--- src/shared/esc_consts.svh ---
// timing counts, register offsets, field positions and reset values for the stop/switch block
`ifndef ESC_CONSTS_SVH
`define ESC_CONSTS_SVH

// ----------------------------------------------------------------------
// register offsets (byte addresses)
// ----------------------------------------------------------------------
`define ESC_OFS_CTRL 8'h00
`define ESC_OFS_STATUS 8'h04
`define ESC_OFS_SERFMT 8'h08
`define ESC_OFS_DELIM 8'h0c
`define ESC_OFS_STAGE 8'h10
`define ESC_OFS_LIMCFG 8'h14

// ----------------------------------------------------------------------
// field positions
// ----------------------------------------------------------------------
`define ESC_CTRL_CMD_STOP 0
`define ESC_CTRL_RELEASE 1

// ----------------------------------------------------------------------
// reset values
// ----------------------------------------------------------------------
`define ESC_SERFMT_RST 16'h2000
`define ESC_DELIM_RST 2'h0
`define ESC_STAGE_RST 8'h00
`define ESC_FIX_BAUD 4'h2
`define ESC_FIX_DELIM 2'h0

// ----------------------------------------------------------------------
// timing
// ----------------------------------------------------------------------
`define ESC_CLK_NS 10
`define ESC_DEBOUNCE_NS 100
`define ESC_DEBOUNCE_CYC ((`ESC_DEBOUNCE_NS + `ESC_CLK_NS - 1) / `ESC_CLK_NS)

`endif

--- src/shared/esc_pkg.sv ---
// types shared by the stop/switch block
`default_nettype none
package esc_pkg;
    // sampled switch bank
    typedef struct packed {
        logic halt_input_enable_switch;
        logic serial_loopback_switch;
        logic serial_framing_select_switch;
        logic [2:0] unused;
        logic axis_b_limit_polarity_switch;
        logic axis_a_limit_polarity_switch;
    } esc_sw_t;

    // serial framing handed to the uart
    typedef struct packed {
        logic [3:0] baud_sel;
        logic [3:0] data_sel;
        logic [3:0] parity_sel;
        logic [3:0] stop_sel;
        logic [1:0] delim_sel;
    } esc_fmt_t;

    // stop machine states
    typedef enum logic [1:0] {
        ESC_RUN = 2'b01,
        ESC_HALT = 2'b10
    } esc_state_t;
endpackage
`default_nettype wire

--- src/verilog/esc_top.sv ---
// emergency stop input and configuration switch logic
//
// Chosen here: the register offsets and register access over AXI4-Lite.
`include "esc_consts.svh"
`default_nettype none
module esc_top #(
    parameter int DEBOUNCE_CYC = `ESC_DEBOUNCE_CYC
) (
    // clock and reset
    input wire logic sys_clk_in,
    input wire logic rst_in,
    // switch bank, a one is a switch set on
    input wire esc_pkg::esc_sw_t switches_in,
    // stop contact, high while closed
    input wire logic halt_contact_in,
    // host stop command and release, one-cycle pulses
    input wire logic host_stop_cmd_in,
    input wire logic host_release_in,
    // raw limit sensor levels per axis
    input wire logic [1:0] limit_raw_in,
    // serial lines: host side and internal uart side
    input wire logic host_rxd_in,
    output logic host_txd_out,
    input wire logic uart_txd_in,
    output logic uart_rxd_out,
    // axi4-lite
    input wire logic [7:0] s_awaddr,
    input wire logic s_awvalid,
    output logic s_awready,
    input wire logic [31:0] s_wdata,
    input wire logic [3:0] s_wstrb,
    input wire logic s_wvalid,
    output logic s_wready,
    output logic [1:0] s_bresp,
    output logic s_bvalid,
    input wire logic s_bready,
    input wire logic [7:0] s_araddr,
    input wire logic s_arvalid,
    output logic s_arready,
    output logic [31:0] s_rdata,
    output logic [1:0] s_rresp,
    output logic s_rvalid,
    input wire logic s_rready,
    // results
    output logic halt_out,
    output logic [1:0] limit_active_out,
    output esc_pkg::esc_fmt_t fmt_out
);
    import esc_pkg::*;

    // ------------------------------------------------------------------
    // decode helpers
    // ------------------------------------------------------------------
    // polarity: one means normally open, active when level high
    function automatic logic limit_hit(input logic level, input logic nopen);
        limit_hit = nopen ? level : !level;
    endfunction

    // stage value to polarity; nonzero stages use normally closed sensing
    function automatic logic stage_pol(input logic [7:0] stage, input logic sw);
        stage_pol = (stage == `ESC_STAGE_RST) ? sw : 1'b0;
    endfunction

    // ------------------------------------------------------------------
    // state
    // ------------------------------------------------------------------
    esc_sw_t sw_ff, nxt_sw;
    logic sw_taken_ff, nxt_sw_taken;
    esc_state_t st_ff, nxt_st;
    logic halt_ff, nxt_halt;
    logic [15:0] serfmt_ff, nxt_serfmt;
    logic [1:0] delim_ff, nxt_delim;
    logic [7:0] stage_ff, nxt_stage;
    logic [1:0] lim_ff, nxt_lim;
    esc_fmt_t fmt_ff, nxt_fmt;
    logic htx_ff, nxt_htx, urx_ff, nxt_urx;
    logic sw_stop_ff, nxt_sw_stop, sw_rel_ff, nxt_sw_rel;
    logic contact_ok;
    logic wr;
    logic [7:0] wr_addr, rd_addr;
    logic [31:0] wr_data, rd_data;
    logic [3:0] wr_strb;
    logic wr_ok, rd_ok;

    // ------------------------------------------------------------------
    // contact filter
    // ------------------------------------------------------------------
    // debounced stop contact
    esc_debounce #(
        .CYCLES(DEBOUNCE_CYC)
    ) u_deb (
        .sys_clk_in(sys_clk_in),
        .rst_in(rst_in),
        .raw_in(halt_contact_in),
        .clean_out(contact_ok)
    );

    // ------------------------------------------------------------------
    // bus front end
    // ------------------------------------------------------------------
    esc_axil u_bus (
        .sys_clk_in(sys_clk_in),
        .rst_in(rst_in),
        .s_awaddr(s_awaddr),
        .s_awvalid(s_awvalid),
        .s_awready(s_awready),
        .s_wdata(s_wdata),
        .s_wstrb(s_wstrb),
        .s_wvalid(s_wvalid),
        .s_wready(s_wready),
        .s_bresp(s_bresp),
        .s_bvalid(s_bvalid),
        .s_bready(s_bready),
        .s_araddr(s_araddr),
        .s_arvalid(s_arvalid),
        .s_arready(s_arready),
        .s_rdata(s_rdata),
        .s_rresp(s_rresp),
        .s_rvalid(s_rvalid),
        .s_rready(s_rready),
        .wr_out(wr),
        .wr_addr_out(wr_addr),
        .wr_data_out(wr_data),
        .wr_strb_out(wr_strb),
        .wr_ok_in(wr_ok),
        .rd_addr_out(rd_addr),
        .rd_data_in(rd_data),
        .rd_ok_in(rd_ok)
    );

    // address map check
    always_comb begin
        wr_ok = (wr_addr <= `ESC_OFS_STAGE) && (wr_addr[1:0] == 2'h0);
        rd_ok = (rd_addr <= `ESC_OFS_LIMCFG) && (rd_addr[1:0] == 2'h0);
        rd_data = 32'h0000_0000;
        case (rd_addr)
            `ESC_OFS_CTRL: rd_data = 32'h0000_0000;
            `ESC_OFS_STATUS: rd_data = {28'h0000000, !contact_ok, 1'b0, st_ff == ESC_HALT,
                halt_ff};
            `ESC_OFS_SERFMT: rd_data = {16'h0000, serfmt_ff};
            `ESC_OFS_DELIM: rd_data = {30'h00000000, delim_ff};
            `ESC_OFS_STAGE: rd_data = {24'h000000, stage_ff};
            `ESC_OFS_LIMCFG: rd_data = {24'h000000, sw_ff};
            default: rd_data = 32'h0000_0000;
        endcase
    end

    // ------------------------------------------------------------------
    // switch capture and stored settings
    // ------------------------------------------------------------------
    always_comb begin
        // capture once after reset release, then hold
        nxt_sw = sw_ff;
        nxt_sw_taken = 1'b1;
        if (!sw_taken_ff) begin
            nxt_sw = switches_in;
        end
        nxt_serfmt = serfmt_ff;
        nxt_delim = delim_ff;
        nxt_stage = stage_ff;
        nxt_sw_stop = 1'b0;
        nxt_sw_rel = 1'b0;
        if (wr && wr_strb[0]) begin
            case (wr_addr)
                `ESC_OFS_CTRL: begin
                    nxt_sw_stop = wr_data[`ESC_CTRL_CMD_STOP];
                    nxt_sw_rel = wr_data[`ESC_CTRL_RELEASE];
                end
                `ESC_OFS_SERFMT: nxt_serfmt = wr_data[15:0];
                `ESC_OFS_DELIM: nxt_delim = wr_data[1:0];
                `ESC_OFS_STAGE: nxt_stage = wr_data[7:0];
                default: nxt_stage = stage_ff;
            endcase
        end
    end

    always_ff @(posedge sys_clk_in) begin
        if (rst_in) begin
            // every switch reads off until sampled
            sw_ff <= '0;
            sw_taken_ff <= 1'b0;
            serfmt_ff <= `ESC_SERFMT_RST;
            delim_ff <= `ESC_DELIM_RST;
            stage_ff <= `ESC_STAGE_RST;
            sw_stop_ff <= 1'b0;
            sw_rel_ff <= 1'b0;
        end else begin
            sw_ff <= nxt_sw;
            sw_taken_ff <= nxt_sw_taken;
            serfmt_ff <= nxt_serfmt;
            delim_ff <= nxt_delim;
            stage_ff <= nxt_stage;
            sw_stop_ff <= nxt_sw_stop;
            sw_rel_ff <= nxt_sw_rel;
        end
    end

    // ------------------------------------------------------------------
    // emergency stop machine
    // ------------------------------------------------------------------
    always_comb begin
        nxt_st = st_ff;
        case (st_ff)
            ESC_RUN: begin
                // open contact halts only when enabled
                // host stop command has the same effect
                if ((sw_ff.halt_input_enable_switch && !contact_ok) || host_stop_cmd_in ||
                    sw_stop_ff) begin
                    nxt_st = ESC_HALT;
                end
            end
            ESC_HALT: begin
                if (host_release_in || sw_rel_ff) begin
                    nxt_st = ESC_RUN;
                end
            end
            default: nxt_st = ESC_RUN;
        endcase
        nxt_halt = (nxt_st == ESC_HALT);
    end

    always_ff @(posedge sys_clk_in) begin
        if (rst_in) begin
            st_ff <= ESC_RUN;
            halt_ff <= 1'b0;
        end else begin
            st_ff <= nxt_st;
            halt_ff <= nxt_halt;
        end
    end

    // ------------------------------------------------------------------
    // limits, framing and loopback
    // ------------------------------------------------------------------
    always_comb begin
        nxt_lim[0] = limit_hit(limit_raw_in[0],
            stage_pol(stage_ff, sw_ff.axis_a_limit_polarity_switch));
        nxt_lim[1] = limit_hit(limit_raw_in[1],
            stage_pol(stage_ff, sw_ff.axis_b_limit_polarity_switch));
        if (sw_ff.serial_framing_select_switch) begin
            nxt_fmt = {serfmt_ff, delim_ff};
        end else begin
            nxt_fmt = {`ESC_FIX_BAUD, 12'h000, `ESC_FIX_DELIM};
        end
        // raw line echo on the serial port only
        if (sw_ff.serial_loopback_switch) begin
            nxt_htx = host_rxd_in;
            nxt_urx = 1'b1;
        end else begin
            nxt_htx = uart_txd_in;
            nxt_urx = host_rxd_in;
        end
    end

    always_ff @(posedge sys_clk_in) begin
        if (rst_in) begin
            lim_ff <= 2'h0;
            fmt_ff <= {`ESC_FIX_BAUD, 12'h000, `ESC_FIX_DELIM};
            htx_ff <= 1'b1;
            urx_ff <= 1'b1;
        end else begin
            lim_ff <= nxt_lim;
            fmt_ff <= nxt_fmt;
            htx_ff <= nxt_htx;
            urx_ff <= nxt_urx;
        end
    end

    assign halt_out = halt_ff;
    assign limit_active_out = lim_ff;
    assign fmt_out = fmt_ff;
    assign host_txd_out = htx_ff;
    assign uart_rxd_out = urx_ff;

    // ------------------------------------------------------------------
    // checks
    // ------------------------------------------------------------------
    a_reset_no_halt: assert property (@(posedge sys_clk_in)
        $past(rst_in) |-> !halt_out) else $error("halt set right after reset");
    a_contact_ignored: assert property (@(posedge sys_clk_in) disable iff (rst_in)
        (!sw_ff.halt_input_enable_switch && !host_stop_cmd_in && !sw_stop_ff && !halt_ff)
        |=> !halt_ff) else $error("halt without enable or command");
    a_contact_halts: assert property (@(posedge sys_clk_in) disable iff (rst_in)
        (sw_ff.halt_input_enable_switch && !contact_ok) |=> halt_ff)
        else $error("open contact did not halt");
    a_cmd_halts: assert property (@(posedge sys_clk_in) disable iff (rst_in)
        host_stop_cmd_in |=> halt_ff) else $error("host stop ignored");
    a_switch_held: assert property (@(posedge sys_clk_in) disable iff (rst_in)
        $past(sw_taken_ff) |-> $stable(sw_ff)) else $error("switches changed while running");
    a_fixed_frame: assert property (@(posedge sys_clk_in) disable iff (rst_in)
        !$past(sw_ff.serial_framing_select_switch) ##0 sw_taken_ff |->
        fmt_out == {`ESC_FIX_BAUD, 12'h000, `ESC_FIX_DELIM}) else $error("fixed frame wrong");
    a_stored_frame: assert property (@(posedge sys_clk_in) disable iff (rst_in)
        $past(sw_ff.serial_framing_select_switch) |-> fmt_out == $past({serfmt_ff, delim_ff}))
        else $error("stored frame not used");
    a_loop_echo: assert property (@(posedge sys_clk_in) disable iff (rst_in)
        sw_ff.serial_loopback_switch |=> host_txd_out == $past(host_rxd_in) && uart_rxd_out)
        else $error("loopback echo wrong");
    a_limit_stage: assert property (@(posedge sys_clk_in) disable iff (rst_in)
        stage_ff != 8'h00 && $stable(stage_ff) |=> limit_active_out[0] == !$past(limit_raw_in[0]))
        else $error("stage selection not applied");
endmodule
`default_nettype wire

--- src/verilog/esc_debounce.sv ---
// synchroniser and debouncer for the mechanical stop contact
`default_nettype none
module esc_debounce #(
    parameter int CYCLES = 10
) (
    // clock and reset
    input wire logic sys_clk_in,
    input wire logic rst_in,
    // raw contact level and filtered result
    input wire logic raw_in,
    output logic clean_out
);
    logic sync1_ff, sync2_ff, nxt_sync1, nxt_sync2;
    logic [15:0] cnt_ff, nxt_cnt;
    logic clean_ff, nxt_clean;

    // count while synchronised level differs from output
    always_comb begin
        nxt_sync1 = raw_in;
        nxt_sync2 = sync1_ff;
        nxt_cnt = 16'h0000;
        nxt_clean = clean_ff;
        if (sync2_ff != clean_ff) begin
            nxt_cnt = cnt_ff + 16'h0001;
            if (cnt_ff >= 16'(CYCLES - 1)) begin
                nxt_clean = sync2_ff;
                nxt_cnt = 16'h0000;
            end
        end
    end

    // registers; reset assumes a closed contact
    always_ff @(posedge sys_clk_in) begin
        if (rst_in) begin
            sync1_ff <= 1'b1;
            sync2_ff <= 1'b1;
            cnt_ff <= 16'h0000;
            clean_ff <= 1'b1;
        end else begin
            sync1_ff <= nxt_sync1;
            sync2_ff <= nxt_sync2;
            cnt_ff <= nxt_cnt;
            clean_ff <= nxt_clean;
        end
    end

    assign clean_out = clean_ff;
endmodule
`default_nettype wire

--- src/verilog/esc_axil.sv ---
// axi4-lite slave front end producing one-cycle register strobes
`default_nettype none
module esc_axil (
    // clock and reset
    input wire logic sys_clk_in,
    input wire logic rst_in,
    // axi4-lite
    input wire logic [7:0] s_awaddr,
    input wire logic s_awvalid,
    output logic s_awready,
    input wire logic [31:0] s_wdata,
    input wire logic [3:0] s_wstrb,
    input wire logic s_wvalid,
    output logic s_wready,
    output logic [1:0] s_bresp,
    output logic s_bvalid,
    input wire logic s_bready,
    input wire logic [7:0] s_araddr,
    input wire logic s_arvalid,
    output logic s_arready,
    output logic [31:0] s_rdata,
    output logic [1:0] s_rresp,
    output logic s_rvalid,
    input wire logic s_rready,
    // register side
    output logic wr_out,
    output logic [7:0] wr_addr_out,
    output logic [31:0] wr_data_out,
    output logic [3:0] wr_strb_out,
    input wire logic wr_ok_in,
    output logic [7:0] rd_addr_out,
    input wire logic [31:0] rd_data_in,
    input wire logic rd_ok_in
);
    logic aw_ff, w_ff, b_ff, r_ff, nxt_aw, nxt_w, nxt_b, nxt_r;
    logic [7:0] awa_ff, nxt_awa, ara_ff, nxt_ara;
    logic [31:0] wd_ff, nxt_wd, rd_ff, nxt_rd;
    logic [3:0] ws_ff, nxt_ws;
    logic [1:0] br_ff, nxt_br, rr_ff, nxt_rr;
    logic do_wr;
    logic awrdy_ff, wrdy_ff, ardy_ff, nxt_awrdy, nxt_wrdy, nxt_ardy;

    // write fires once address and data are both held
    assign do_wr = aw_ff && w_ff && !b_ff;
    assign wr_out = do_wr;
    assign wr_addr_out = awa_ff;
    assign wr_data_out = wd_ff;
    assign wr_strb_out = ws_ff;
    assign rd_addr_out = s_araddr;

    // channel state
    always_comb begin
        nxt_aw = aw_ff;
        nxt_w = w_ff;
        nxt_b = b_ff;
        nxt_r = r_ff;
        nxt_awa = awa_ff;
        nxt_wd = wd_ff;
        nxt_ws = ws_ff;
        nxt_br = br_ff;
        nxt_ara = ara_ff;
        nxt_rd = rd_ff;
        nxt_rr = rr_ff;
        if (s_awvalid && !aw_ff) begin
            nxt_aw = 1'b1;
            nxt_awa = s_awaddr;
        end
        if (s_wvalid && !w_ff) begin
            nxt_w = 1'b1;
            nxt_wd = s_wdata;
            nxt_ws = s_wstrb;
        end
        if (do_wr) begin
            nxt_b = 1'b1;
            nxt_br = wr_ok_in ? 2'h0 : 2'h2;
        end
        if (b_ff && s_bready) begin
            nxt_b = 1'b0;
            nxt_aw = 1'b0;
            nxt_w = 1'b0;
        end
        if (s_arvalid && !r_ff) begin
            nxt_r = 1'b1;
            nxt_ara = s_araddr;
            nxt_rd = rd_ok_in ? rd_data_in : 32'h0000_0000;
            nxt_rr = rd_ok_in ? 2'h0 : 2'h2;
        end else if (r_ff && s_rready) begin
            nxt_r = 1'b0;
        end
        // readies follow the next slot state so that they leave a flop
        nxt_awrdy = !nxt_aw;
        nxt_wrdy = !nxt_w;
        nxt_ardy = !nxt_r;
    end

    always_ff @(posedge sys_clk_in) begin
        if (rst_in) begin
            aw_ff <= 1'b0;
            w_ff <= 1'b0;
            b_ff <= 1'b0;
            r_ff <= 1'b0;
            awa_ff <= 8'h00;
            wd_ff <= 32'h0000_0000;
            ws_ff <= 4'h0;
            br_ff <= 2'h0;
            ara_ff <= 8'h00;
            rd_ff <= 32'h0000_0000;
            rr_ff <= 2'h0;
            awrdy_ff <= 1'b1;
            wrdy_ff <= 1'b1;
            ardy_ff <= 1'b1;
        end else begin
            aw_ff <= nxt_aw;
            w_ff <= nxt_w;
            b_ff <= nxt_b;
            r_ff <= nxt_r;
            awa_ff <= nxt_awa;
            wd_ff <= nxt_wd;
            ws_ff <= nxt_ws;
            br_ff <= nxt_br;
            ara_ff <= nxt_ara;
            rd_ff <= nxt_rd;
            rr_ff <= nxt_rr;
            awrdy_ff <= nxt_awrdy;
            wrdy_ff <= nxt_wrdy;
            ardy_ff <= nxt_ardy;
        end
    end

    // ready is high while the channel slot is empty
    assign s_awready = awrdy_ff;
    assign s_wready = wrdy_ff;
    assign s_bvalid = b_ff;
    assign s_bresp = br_ff;
    assign s_arready = ardy_ff;
    assign s_rvalid = r_ff;
    assign s_rdata = rd_ff;
    assign s_rresp = rr_ff;
endmodule
`default_nettype wire

--- config.mk ---
export PLATFORM = sky130hd
export DESIGN_NAME = esc_top
export DESIGN_NICKNAME = d
export VERILOG_FILES = /design/src/shared/esc_pkg.sv /design/src/verilog/esc_top.sv /design/src/verilog/esc_debounce.sv /design/src/verilog/esc_axil.sv
export VERILOG_INCLUDE_DIRS = /design/src /design/src/shared
export SDC_FILE = /design/constraint.sdc
export NUM_CORES = 1
export LEC_CHECK = 0
export BUFFER_PORTS_ARGS = -buffer_cell sky130_fd_sc_hd__clkbuf_2
export CAP_MARGIN = 20
export CORE_MARGIN = 5
export CORE_UTILIZATION = 46
export CTS_CLUSTER_SIZE = 20
export DETAILED_ROUTE_END_ITERATION = 6
export PLACE_DENSITY_LB_ADDON = 0.2
export SETUP_SLACK_MARGIN = 0.4
export SLEW_MARGIN = 10
export SYNTH_ARGS = -nofsm -noshare
export SYNTH_HDL_FRONTEND = slang
export SYNTH_SLANG_ARGS = --single-unit
--- constraint.sdc ---
create_clock -name sys_clk_in -period 1.83 [get_ports sys_clk_in]
set_input_delay 0.549 -clock sys_clk_in [delete_from_list [all_inputs] [get_ports sys_clk_in]]
set_output_delay 0.549 -clock sys_clk_in [all_outputs]
set_load 0.02 [all_outputs]
==> results of run 1 <==
-- sequential cells by signal, summed over array words and instances (netlist names), 2 cells and up --
| signal | flops |
|---|---|
| fmt_out | 18 |
| serfmt_ff | 16 |
| u_bus.s_rdata | 16 |
| u_bus.wr_data_out | 16 |
| u_deb.cnt_ff | 16 |
| stage_ff | 8 |
| sw_ff | 8 |
| u_bus.wr_addr_out | 8 |
| delim_ff | 2 |
| limit_active_out | 2 |
| st_ff | 2 |
-- final timing paths --
kind | start | to | slack (ns) | depth (start not counted)
worst min-delay path | s_rready | u_bus.s_rvalid | 0.22 | 2
worst min register to register | u_deb.nxt_sync2 | u_deb.sync2_ff | 0.41 | 1
worst max register to register | u_bus.wr_addr_out[6] | serfmt_ff[5] | 0.11 | 6
worst max-delay path | u_bus.wr_addr_out[6] | serfmt_ff[5] | 0.11 | 6
-- cells in the final DEF, fill, tap and decap left out, types with 4 or more instances in the layout --
cell        count
dfxtp_1        80
nor2_1         60
clkbuf_2       54
mux2i_1        50
dfxtp_2        50
nand2_1        47
buf_8          46
conb_1         30
buf_4          28
a21oi_1        27
and2_1         17
clkbuf_16      17
inv_1          14
nor3_1          8
o21ai_0         6
buf_6           6
nor2b_1         5
o21ai_1         5
xnor2_1         5
nand3_1         5
a22oi_1         5
nand2b_1        4
a31oi_1         4
nor4_1          4
ha_1            4
inv_6           4
clkinvlp_4      4
buf_12          4
-- where the power goes --
group / leakage [nW] / switching (mW) / internal, mW
Combinational: 1.55 / 0.344 / 0.305
Sequential: 1.09 / 0.0856 / 2.97
Clock: 0.257 / 1.30 / 1.81
-- logic make-up after synthesis --
family / after synthesis
and+or+nand+nor: 184
xor gates and xnor gates: 5
other: 1
adders and majority gates: 5
DFF: 131
buffers and inverters: 54
muxes: 51
AOI/OAI and AO/OA: 63
-- final cells by class --
class | instances | area (µm²)
fill | 823 | 3310
sequential | 131 | 2690
multi-input combinational | 338 | 2150
timing repair buffer | 139 | 1340
clock buffer | 17 | 414
tap | 136 | 170
clock inverter | 14 | 131
inverter | 16 | 60.1
-- cells in the mapped netlist, types with 2 or more instances --
master | number | area, µm²
a211oi_1 | 2 | 15.0
a21oi_1 | 27 | 135
a22oi_1 | 8 | 60.1
a31oi_1 | 4 | 25.0
and2_1 | 17 | 106
buf_4 | 18 | 135
clkbuf_1 | 18 | 67.6
dfxtp_1 | 131 | 2620
ha_1 | 5 | 62.6
inv_1 | 16 | 60.1
mux2i_1 | 51 | 510
nand2_1 | 47 | 176
nand2b_1 | 5 | 31.3
nand3_1 | 6 | 30.0
nand4_1 | 2 | 12.5
nor2_1 | 64 | 240
nor2b_1 | 5 | 31.3
nor3_1 | 9 | 45.0
nor3b_1 | 2 | 15.0
nor4_1 | 6 | 37.5
nor4_4 | 2 | 42.5
o21a_1 | 2 | 15.0
o21ai_0 | 13 | 65.1
o22ai_1 | 3 | 18.8
or2_2 | 4 | 25.0
or3_1 | 4 | 25.0
or3b_2 | 3 | 26.3
xnor2_1 | 5 | 43.8
-- layer usage --
metal	GRT usage	share of wire
met5	0	0
met4	0.0609	0.017
met3	0.0593	0.054
met2	0.323	0.50
met1	0.231	0.43
-- what timing repair did --
item                       in CTS  in global routing
gates resized for setup       154                 64
setup endpoints to repair      78                 96
gates cloned                    0                  1
pin swaps                       5                 10
setup buffers                   7                  9
-- metrics by stage --
step	TNS, ns	total power, mW
floorplan	-0.142	3.47
global placement	0	3.62
detailed placement	0	3.65
CTS	0	6.80
global route	0	7.06
finish	0	6.81
==> metrics.md, run 1 <==
| Metric | Value |
|---|---|
| Largest family of logic cells by synthesized area | simple AND/OR/NAND/NOR gates |
| Layout cell share with drive strength beyond 1 | 0.389 |
| YS warnings | 0 |
| Total Nets Final | 722 |
| Remaining antenna violation count | 0 |
| Register area share after synthesis | 0.546 |
| Boundary pin count | 138 |
| Minimum clock period | 1.72 ns |
| GRT Total Usage | 0.191 |
| Root Buffer | clkbuf_8 |
| Synth-to-Final Area Change | 44.8% |
| Crit Path Max Fanout | 5 |
| Gr ovfl total | 0 |
| Rows | 37 |
| Die ar. | 0.0126 mm² |
| CP Buf/Inv Count | 2 |
| Worst path arrival time | 2.12 ns |
| Antenna Cells | 0 |
| PnR worst setup slack | 0.105 ns |
| Netlist Area Pre-Place | 0.00481 mm² |
| Outcome | complete, no violations |
| Longest Clk Path Bufs | 2 |
| Die extent in x | 112 µm |
| Yosys cell types | 43 |
| Slew Viols, Final | 0 |
| Placed Area | 0.00563 mm² |
| Crit path launch type | register |
| Placed cells | 743 |
| Place WS | 0.0192 ns |
| Synth Register Bits | 131 |
| DRT Pass-1 Iters | 4 |
| Port buffer count | 100 |
| Final Skew | 0.00834 ns |
| RSZ-0062 raised after global routing | true |
| Simple-gate share of the synthesized area | 0.191 |
| Synthesized area per cell | 9.73 µm² |
| Final setup fails | 0 |
| Crit. End Element | register |
| Global-route wire length before repair | 19.2 mm |
| Iter 0 DRT Violations | 123 |
| Core area | 0.0103 mm² |
| CTS Buf Count | 17 |
| Slew HR | 0.665 |
| Worst-skew pair later-pin latency | 0.52 ns |
| Slowest cell on crit path | or4_4 |
| Number of flops mapped to enable cells by yosys | 0 |
| Design area | 0.00696 mm² |
| Slowest stage delay, CP | 0.58 ns |
| Number of global-route vias before repair | 3898 |
| Ys flop type | dfxtp_1 |
| Crit path kind | register to register |
| Actual slew at the worst max-slew pin | 0.500 ns |
| Max Cap Viol | 0 |
| Compound-Gate Fraction of Synth Area | 0.0763 |
| Post-layout util | 0.678 |
| Critical path required time | 2.23 ns |
| Pin count of the biggest net entering global routing | 29 |
| Maximum vdd drop | 0.652 mV |
| Initial core utilization | 0.468 |
| Cell Chain, Critical Path | or4_4 > nor4_4 > buf_6 > clkbuf_16 > mux2i_1 > nor2_1 |
| Leakage | 2.90 nW |
| Synth Area in Adders | 0.0130 |
| Achievable Freq | 0.580 GHz |
| Final hold viol count | 0 |
| Die Span Y | 112 µm |
| WHS | 0.222 ns |
| Initial antenna violation count | 0 |
| Post-synthesis xor/xnor area fraction | 0.00911 |
| CTS sink cnt | 131 |
| DRC | 0 |
| Hold Path Class | input port to register |
| Post-synthesis mux area share | 0.106 |
| DRT Wirelength | 12.1 mm |
| Post-CTS Hold Buffers | 0 |
| Period utilisation layout | 0.942 |
| Routed len/inst | 15.4 µm |
| Via/cell ratio | 4.90 |
| Total number of vias | 3875 |
| Post-DP HPWL | 8.33 mm |
| Post-synth ARST share | 0 |
| Non-filler cells, final | 791 |
| Mapped Cells | 494 |
| Clock Pin Slew Worst Setup and Hold Paths | 0.06 ns |
| CTS H-tree lvls | 4 |
| CTS tree | built |
| GPL Wtd Cong | 0.821 |
| Pwr/cell area | 978 mW/mm² |
| CP top delay family | simple AND/OR/NAND/NOR gates |
No activity file was read; power rests on OpenSTA's default activity.
==> run 2, diff against run 1 <==
--- a/config.mk
+++ b/config.mk
@@ -12,7 +12,7 @@
 export CORE_UTILIZATION = 46
 export CTS_CLUSTER_SIZE = 20
 export DETAILED_ROUTE_END_ITERATION = 6
-export PLACE_DENSITY_LB_ADDON = 0.2
+export PLACE_DENSITY = 0.75
 export SETUP_SLACK_MARGIN = 0.4
 export SLEW_MARGIN = 10
 export SYNTH_ARGS = -nofsm -noshare
==> run 2 against run 1 <==
  * Hold slack better by 0.0077 ns
  * Setup slack better by 0.0059 ns
  * Routed wire length decreased by 4.0%
  * Non-clock buffer count decreased by 6
  * Critical path depth down 1
  * Via count shrank 0.72%
  * Register-to-register slack is essentially flat
  * Critical endpoint is now serfmt_ff[7]
  * Largest cell class unchanged
  * Largest power group unchanged
  * Highest routed layer unchanged
==> metrics.md, run 2 (synthesis results as in run 1) <==
| Metric | Value |
|---|---|
| Outcome | complete, no violations |
| DRT Wirelength | 11.7 mm |
| Crit path kind | register to register |
| Final setup fails | 0 |
| Number of global-route vias before repair | 3884 |
| Worst path arrival time | 2.11 ns |
| GRT Total Usage | 0.186 |
| Total Nets Final | 716 |
| CTS H-tree lvls | 4 |
| R2R Path End | serfmt_ff[7] |
| Max Cap Viol | 0 |
| Routed len/inst | 14.8 µm |
| RSZ-0062 raised after global routing | true |
| Worst-skew pair later-pin latency | 0.52 ns |
| Total number of vias | 3847 |
| Port buffer count | 100 |
| Die ar. | 0.0126 mm² |
| Global-route wire length before repair | 18.5 mm |
| Gr ovfl total | 0 |
| Hold_sp | s_rready |
| Clock Pin Slew Worst Setup and Hold Paths | 0.06 ns |
| Hold path cells | 2 |
| Post-DP HPWL | 8.19 mm |
| GPL Wtd Cong | 0.847 |
| Minimum clock period | 1.72 ns |
| Reg-to-reg startpoint | u_bus.wr_addr_out[6] |
| Commonest cells after routing, fill and taps aside | dfxtp_1 (80), nor2_1 (61), clkbuf_2 (54), mux2i_1 (51), dfxtp_2 (49) |
| Path depth of the worst reg2reg path | 5 |
| Longest Clk Path Bufs | 2 |
| Setup TNS | 0 ns |
| Antenna Cells | 0 |
| Crit path launch type | register |
| DRC | 0 |
| Fill count | 774 |
| Commonest non-fill, non-tap cell in the layout | dfxtp_1 |
| Worst Hold End | u_bus.s_rvalid |
| Core area | 0.0103 mm² |
| Root Buffer | clkbuf_8 |
| Remaining antenna violation count | 0 |
| Post-layout util | 0.672 |
| Max FFs per register | 18 |
| Rows | 37 |
| Setup slack, reg-to-reg | 0.11 ns |
| Overall power after layout | 7.04 mW |
| Die Span Y | 112 µm |
| CTS tree | built |
| DRT Pass-1 Iters | 4 |
| Synth-to-Final Area Change | 43.6% |
| Slew HR | 0.654 |
| Slew Viols, Final | 0 |
| Critical path required time | 2.22 ns |
| Pwr/cell area | 1020 mW/mm² |
| Final Skew | 0.00632 ns |
| Via/cell ratio | 4.89 |
| Final hold viol count | 0 |
| Pin count of the biggest net entering global routing | 34 |
| Actual slew at the worst max-slew pin | 0.516 ns |
| Maximum vdd drop | 0.565 mV |
| Crit. End Element | register |
| Iter 0 DRT Violations | 164 |
| Hold Path Class | input port to register |
| Achievable Freq | 0.582 GHz |
| Crit Path Max Fanout | 12 |
| WHS | 0.229 ns |
| Boundary pin count | 138 |
| Period utilisation layout | 0.939 |
| Layout cell share with drive strength beyond 1 | 0.377 |
| Initial core utilization | 0.468 |
| Initial antenna violation count | 0 |
| CTS sink cnt | 131 |
| Die extent in x | 112 µm |
| Leakage | 2.88 nW |
| CTS Buf Count | 17 |
run 2: worst max-delay path by stage:
stage	end	cells past startpoint	slack [ns]	startpoint
2_1_floorplan	serfmt_ff[13]	5	-0.02	u_bus.wr_addr_out[6]
3_3_place_gp	u_bus.s_rdata[10]	6	0.02	s_araddr[4]
3_5_place_dp	u_bus.s_rdata[8]	6	0.04	s_araddr[4]
4_1_cts	serfmt_ff[15]	5	0.10	u_bus.wr_addr_out[6]
5_1_grt	serfmt_ff[14]	5	0.02	u_bus.wr_addr_out[6]
6_report	serfmt_ff[7]	5	0.11	u_bus.wr_addr_out[6]
run 2: timing repair:
item / 4_1_cts / 5_1_grt
setup endpoints to repair: 78 / 96
buffers inserted: 11 / 2
hold buffers: 0 / 0
resized for setup: 154 / 56
pin swaps: 5 / 3
run 2: power breakdown:
| group | leakage, nW | switching [mW] | internal, mW |
|---|---|---|---|
| Combinational | 1.51 | 0.340 | 0.295 |
| Sequential | 1.09 | 0.0888 | 2.97 |
| Clock | 0.278 | 1.22 | 2.14 |
| Total | 2.88 | 1.64 | 5.40 |
run 2: cell type report:
cell class,count,area [µm²],share of cell area
inverters,16,60.1,0.00870
repair buffers,133,1240,0.180
flip-flops and latches,131,2690,0.390
well taps,136,170,0.0247
multi-input cells,338,2130,0.309
clock inverters,13,159,0.0230
clock buffers,19,442,0.0640
run 2: routing by layer:
metal / up-vias / routed length (µm) / global-route usage / share of wire
met4: 0 / 93 / 0.0673 / 0.0080
met3: 6 / 745 / 0.0625 / 0.064
li1: 1925 / - / - / -
met1: 1807 / 4790 / 0.217 / 0.41
met2: 109 / 6030 / 0.319 / 0.52
met5: - / 0 / 0 / 0
run 2: worst max-delay path, cell delays in order, from the launching register on:
cell and delay, ns:
dfxtp_2 0.32, or4_4 0.57, nor4_4 0.24, buf_12 0.20
mux2i_1 0.20, nor2_1 0.06
run 2: per-stage QoR:
stage,area (µm²),cells,setup slack (ns)
2_1_floorplan,5000,523,-0.0189
3_3_place_gp,5590,741,0.0230
3_5_place_dp,5590,741,0.0446
4_1_cts,6790,784,0.103
5_1_grt,6900,786,0.0193
6_report,6900,786,0.111
==> run 3, diff against run 2 <==
--- a/config.mk
+++ b/config.mk
@@ -6,13 +6,14 @@
 export SDC_FILE = /design/constraint.sdc
 export NUM_CORES = 1
 export LEC_CHECK = 0
+export ABC_AREA = 1
 export BUFFER_PORTS_ARGS = -buffer_cell sky130_fd_sc_hd__clkbuf_2
 export CAP_MARGIN = 20
 export CORE_MARGIN = 5
 export CORE_UTILIZATION = 46
 export CTS_CLUSTER_SIZE = 20
 export DETAILED_ROUTE_END_ITERATION = 6
-export PLACE_DENSITY = 0.75
+export PLACE_DENSITY = 0.8
 export SETUP_SLACK_MARGIN = 0.4
 export SLEW_MARGIN = 10
 export SYNTH_ARGS = -nofsm -noshare
==> run 3 against run 2 <==
  * Area after synthesis about the same
  * Flip-flop and latch count unchanged
  * Critical path depth shrank 4
  * Cell area is 1.0% higher
  * Sequential share of layout area shrank 0.47 points
  * Total power increased by 1.0%
  * Clock skew is 0.0054 ns higher
  * Setup slack better by 0.17 ns
  * Non-clock buffer count is 2 lower
  * Largest cell class unchanged
  * Synthesized cell count is 19% higher
  * First-iteration DRC count increased by 110%
  * Sequential power hardly changed
==> metrics.md, run 3 <==
| Metric | Value |
|---|---|
| Outcome | complete, no violations |
| Iter 0 DRT Violations | 340 |
| Worst-skew pair later-pin latency | 0.52 ns |
| Commonest non-fill, non-tap cell in the layout | nor2_1 |
| RSZ-0062 raised after global routing | true |
| Period utilisation layout | 0.849 |
| Port buffer count | 100 |
| Fill count | 762 |
| Root Buffer | clkbuf_8 |
| Slowest stage delay, CP | 0.36 ns |
| Synth Register Bits | 131 |
| Leading area contributor after synthesis | dfxtp_1 |
| Synth-to-Final Area Change | 45.0% |
| Crit Path Max Fanout | 1 |
| Die ar. | 0.0126 mm² |
| Crit. End Element | output pin |
| CTS sink cnt | 131 |
| CTS H-tree lvls | 4 |
| Final setup fails | 0 |
| Via/cell ratio | 5.17 |
| Remaining antenna violation count | 0 |
| Synthesized area per cell | 8.15 µm² |
| CP Buf/Inv Count | 1 |
| Initial antenna violation count | 0 |
| Die extent in x | 112 µm |
| Clock Pin Slew Worst Setup and Hold Paths | 0.06 ns |
| Max Cap Viol | 0 |
| Antenna Cells | 0 |
| Ys flop type | dfxtp_1 |
| Post-synth ARST share | 0 |
| Commonest cells post-synth | dfxtp_1 (131), nor2_1 (102), inv_1 (67) |
| Slowest cell on crit path | dfxtp_2 |
| Number of global-route vias before repair | 4306 |
| Post-synth top area share | 0.545 |
| Netlist Area Pre-Place | 0.00481 mm² |
| DRT Pass-1 Iters | 5 |
| Routed len/inst | 16.9 µm |
| Mapped Cells | 590 |
| Leakage | 3.02 nW |
| CTS tree | built |
| Number of flops mapped to enable cells by yosys | 0 |
| CTS Buf Count | 17 |
| DRC | 0 |
| Rows | 37 |
| DRT Wirelength | 14.9 mm |
| Hold Path Class | input port to register |
| Setup TNS | 0 ns |
| Core area | 0.0103 mm² |
| Pwr/cell area | 1020 mW/mm² |
| Worst path arrival time | 1.00 ns |
| Crit path kind | register to output pin |
| Most frequent cell after synthesis | dfxtp_1 |
| Die Span Y | 112 µm |
| Top cells by area, synth | dfxtp_1 (55%), nor2_1 (8.0%), o21ai_0 (6.6%) |
| Gr ovfl total | 0 |
| Pin count of the biggest net entering global routing | 54 |
| Crit path launch type | register |
| Boundary pin count | 138 |
| Total number of vias | 4538 |
| Slew Viols, Final | 0 |
| Total Nets Final | 808 |
| Cell Chain, Critical Path | buf_8 |
| Final Skew | 0.0117 ns |
| Max FFs per register | 18 |
| Global-route wire length before repair | 20.3 mm |
| Post-DP HPWL | 8.40 mm |
| Yosys cell types | 32 |
| Initial core utilization | 0.468 |
| Critical path required time | 1.28 ns |
| GRT Total Usage | 0.200 |
| Longest Clk Path Bufs | 2 |
| GPL Wtd Cong | 0.886 |
| Layout cell share with drive strength beyond 1 | 0.352 |
| Register area share after synthesis | 0.545 |
| Achievable Freq | 0.644 GHz |
| Maximum vdd drop | 0.627 mV |
| WHS | 0.213 ns |
| Post-CTS Hold Buffers | 0 |
| Final hold viol count | 0 |
| CP top delay family | flip-flops |
| Minimum clock period | 1.55 ns |
| Commonest cells after routing, fill and taps aside | nor2_1 (96), dfxtp_1 (81), inv_1 (59), o21ai_0 (58), clkbuf_2 (54) |
| YS warnings | 0 |
run 3: changes by cell type after synthesis, moves of 9 or more:
| cell | change |
|---|---|
| inv_1 | +51 |
| mux2i_1 | -51 |
| o21ai_0 | +50 |
| nor2_1 | +38 |
| a21oi_1 | +32 |
| nand3_1 | +27 |
| and2_1 | -17 |
| o21ai_1 | +9 |
run 3: area by class of cell:
type                            count  area [µm²]  area share
Sequential cell                   131        2690       0.385
Clock buffer                       23         457      0.0655
Timing Repair Buffer              131        1260       0.180
Timing Repair inverter              1        7.51     0.00108
Clock inverter                      9         129      0.0185
Inverter                           68         265      0.0381
Tap cell                          136         170      0.0244
Multi-Input combinational cell    379        2000       0.287
run 3: cell families (layout without fill, tap and decap cells):
family | count (synthesis) | in the layout | synth area share
and+or+nand+nor | 197 | 198 | 0.172
AOI/OAI and AO/OA | 143 | 143 | 0.157
DFF | 131 | 131 | 0.545
buffers and inverters | 110 | 232 | 0.106
adders and majority gates | 5 | 5 | 0.0130
xor gates and xnor gates | 3 | 3 | 0.00547
other | 1 | 30 | 0.000780
run 3: timing repair:
item,in CTS,in global routing
endpoints found under the setup margin,71,87
cloned,1,3
pin swaps,2,11
hold endpoints to repair,0,0
resized for setup,145,108
setup buffers,6,12
run 3: worst paths after layout:
kind	slack (ns)	depth (start not counted)	end	from
setup / recovery	0.28	1	fmt_out[14]	fmt_out[14]
hold / removal	0.21	2	limit_active_out[0]	limit_raw_in[0]
setup reg to reg	0.32	6	serfmt_ff[10]	u_bus.wr_addr_out[6]
hold reg to reg	0.42	1	u_deb.sync2_ff	u_deb.nxt_sync2
run 3: where the power goes:
group	total (mW)	switching (mW)	leakage (nW)	internal, mW
Sequential	3.09	0.107	1.09	2.98
Clock	3.36	1.22	0.282	2.14
Combinational	0.661	0.408	1.65	0.253
run 3: routing by layer:
metal | vias to the layer above | global-route usage | wire, µm
met5 | - | 0 | 0
met4 | 0 | 0.0881 | 702
met3 | 62 | 0.0512 | 1060
met2 | 253 | 0.358 | 7570
met1 | 2082 | 0.224 | 5520
li1 | 2141 | - | -
run 3: metrics by stage:
stage          power (mW)  area [µm²]  setup WS (ns)  std cells  utilization
6_report             7.11        6970          0.277        878        0.678
5_1_grt              7.34        6970          0.254        878        0.678
4_1_cts              6.99        6550          0.269        863        0.637
3_5_place_dp         3.64        5430         0.0928        824        0.528
3_3_place_gp         3.60        5430          0.128        824        0.528
2_1_floorplan        3.48        4920          0.426        619            -
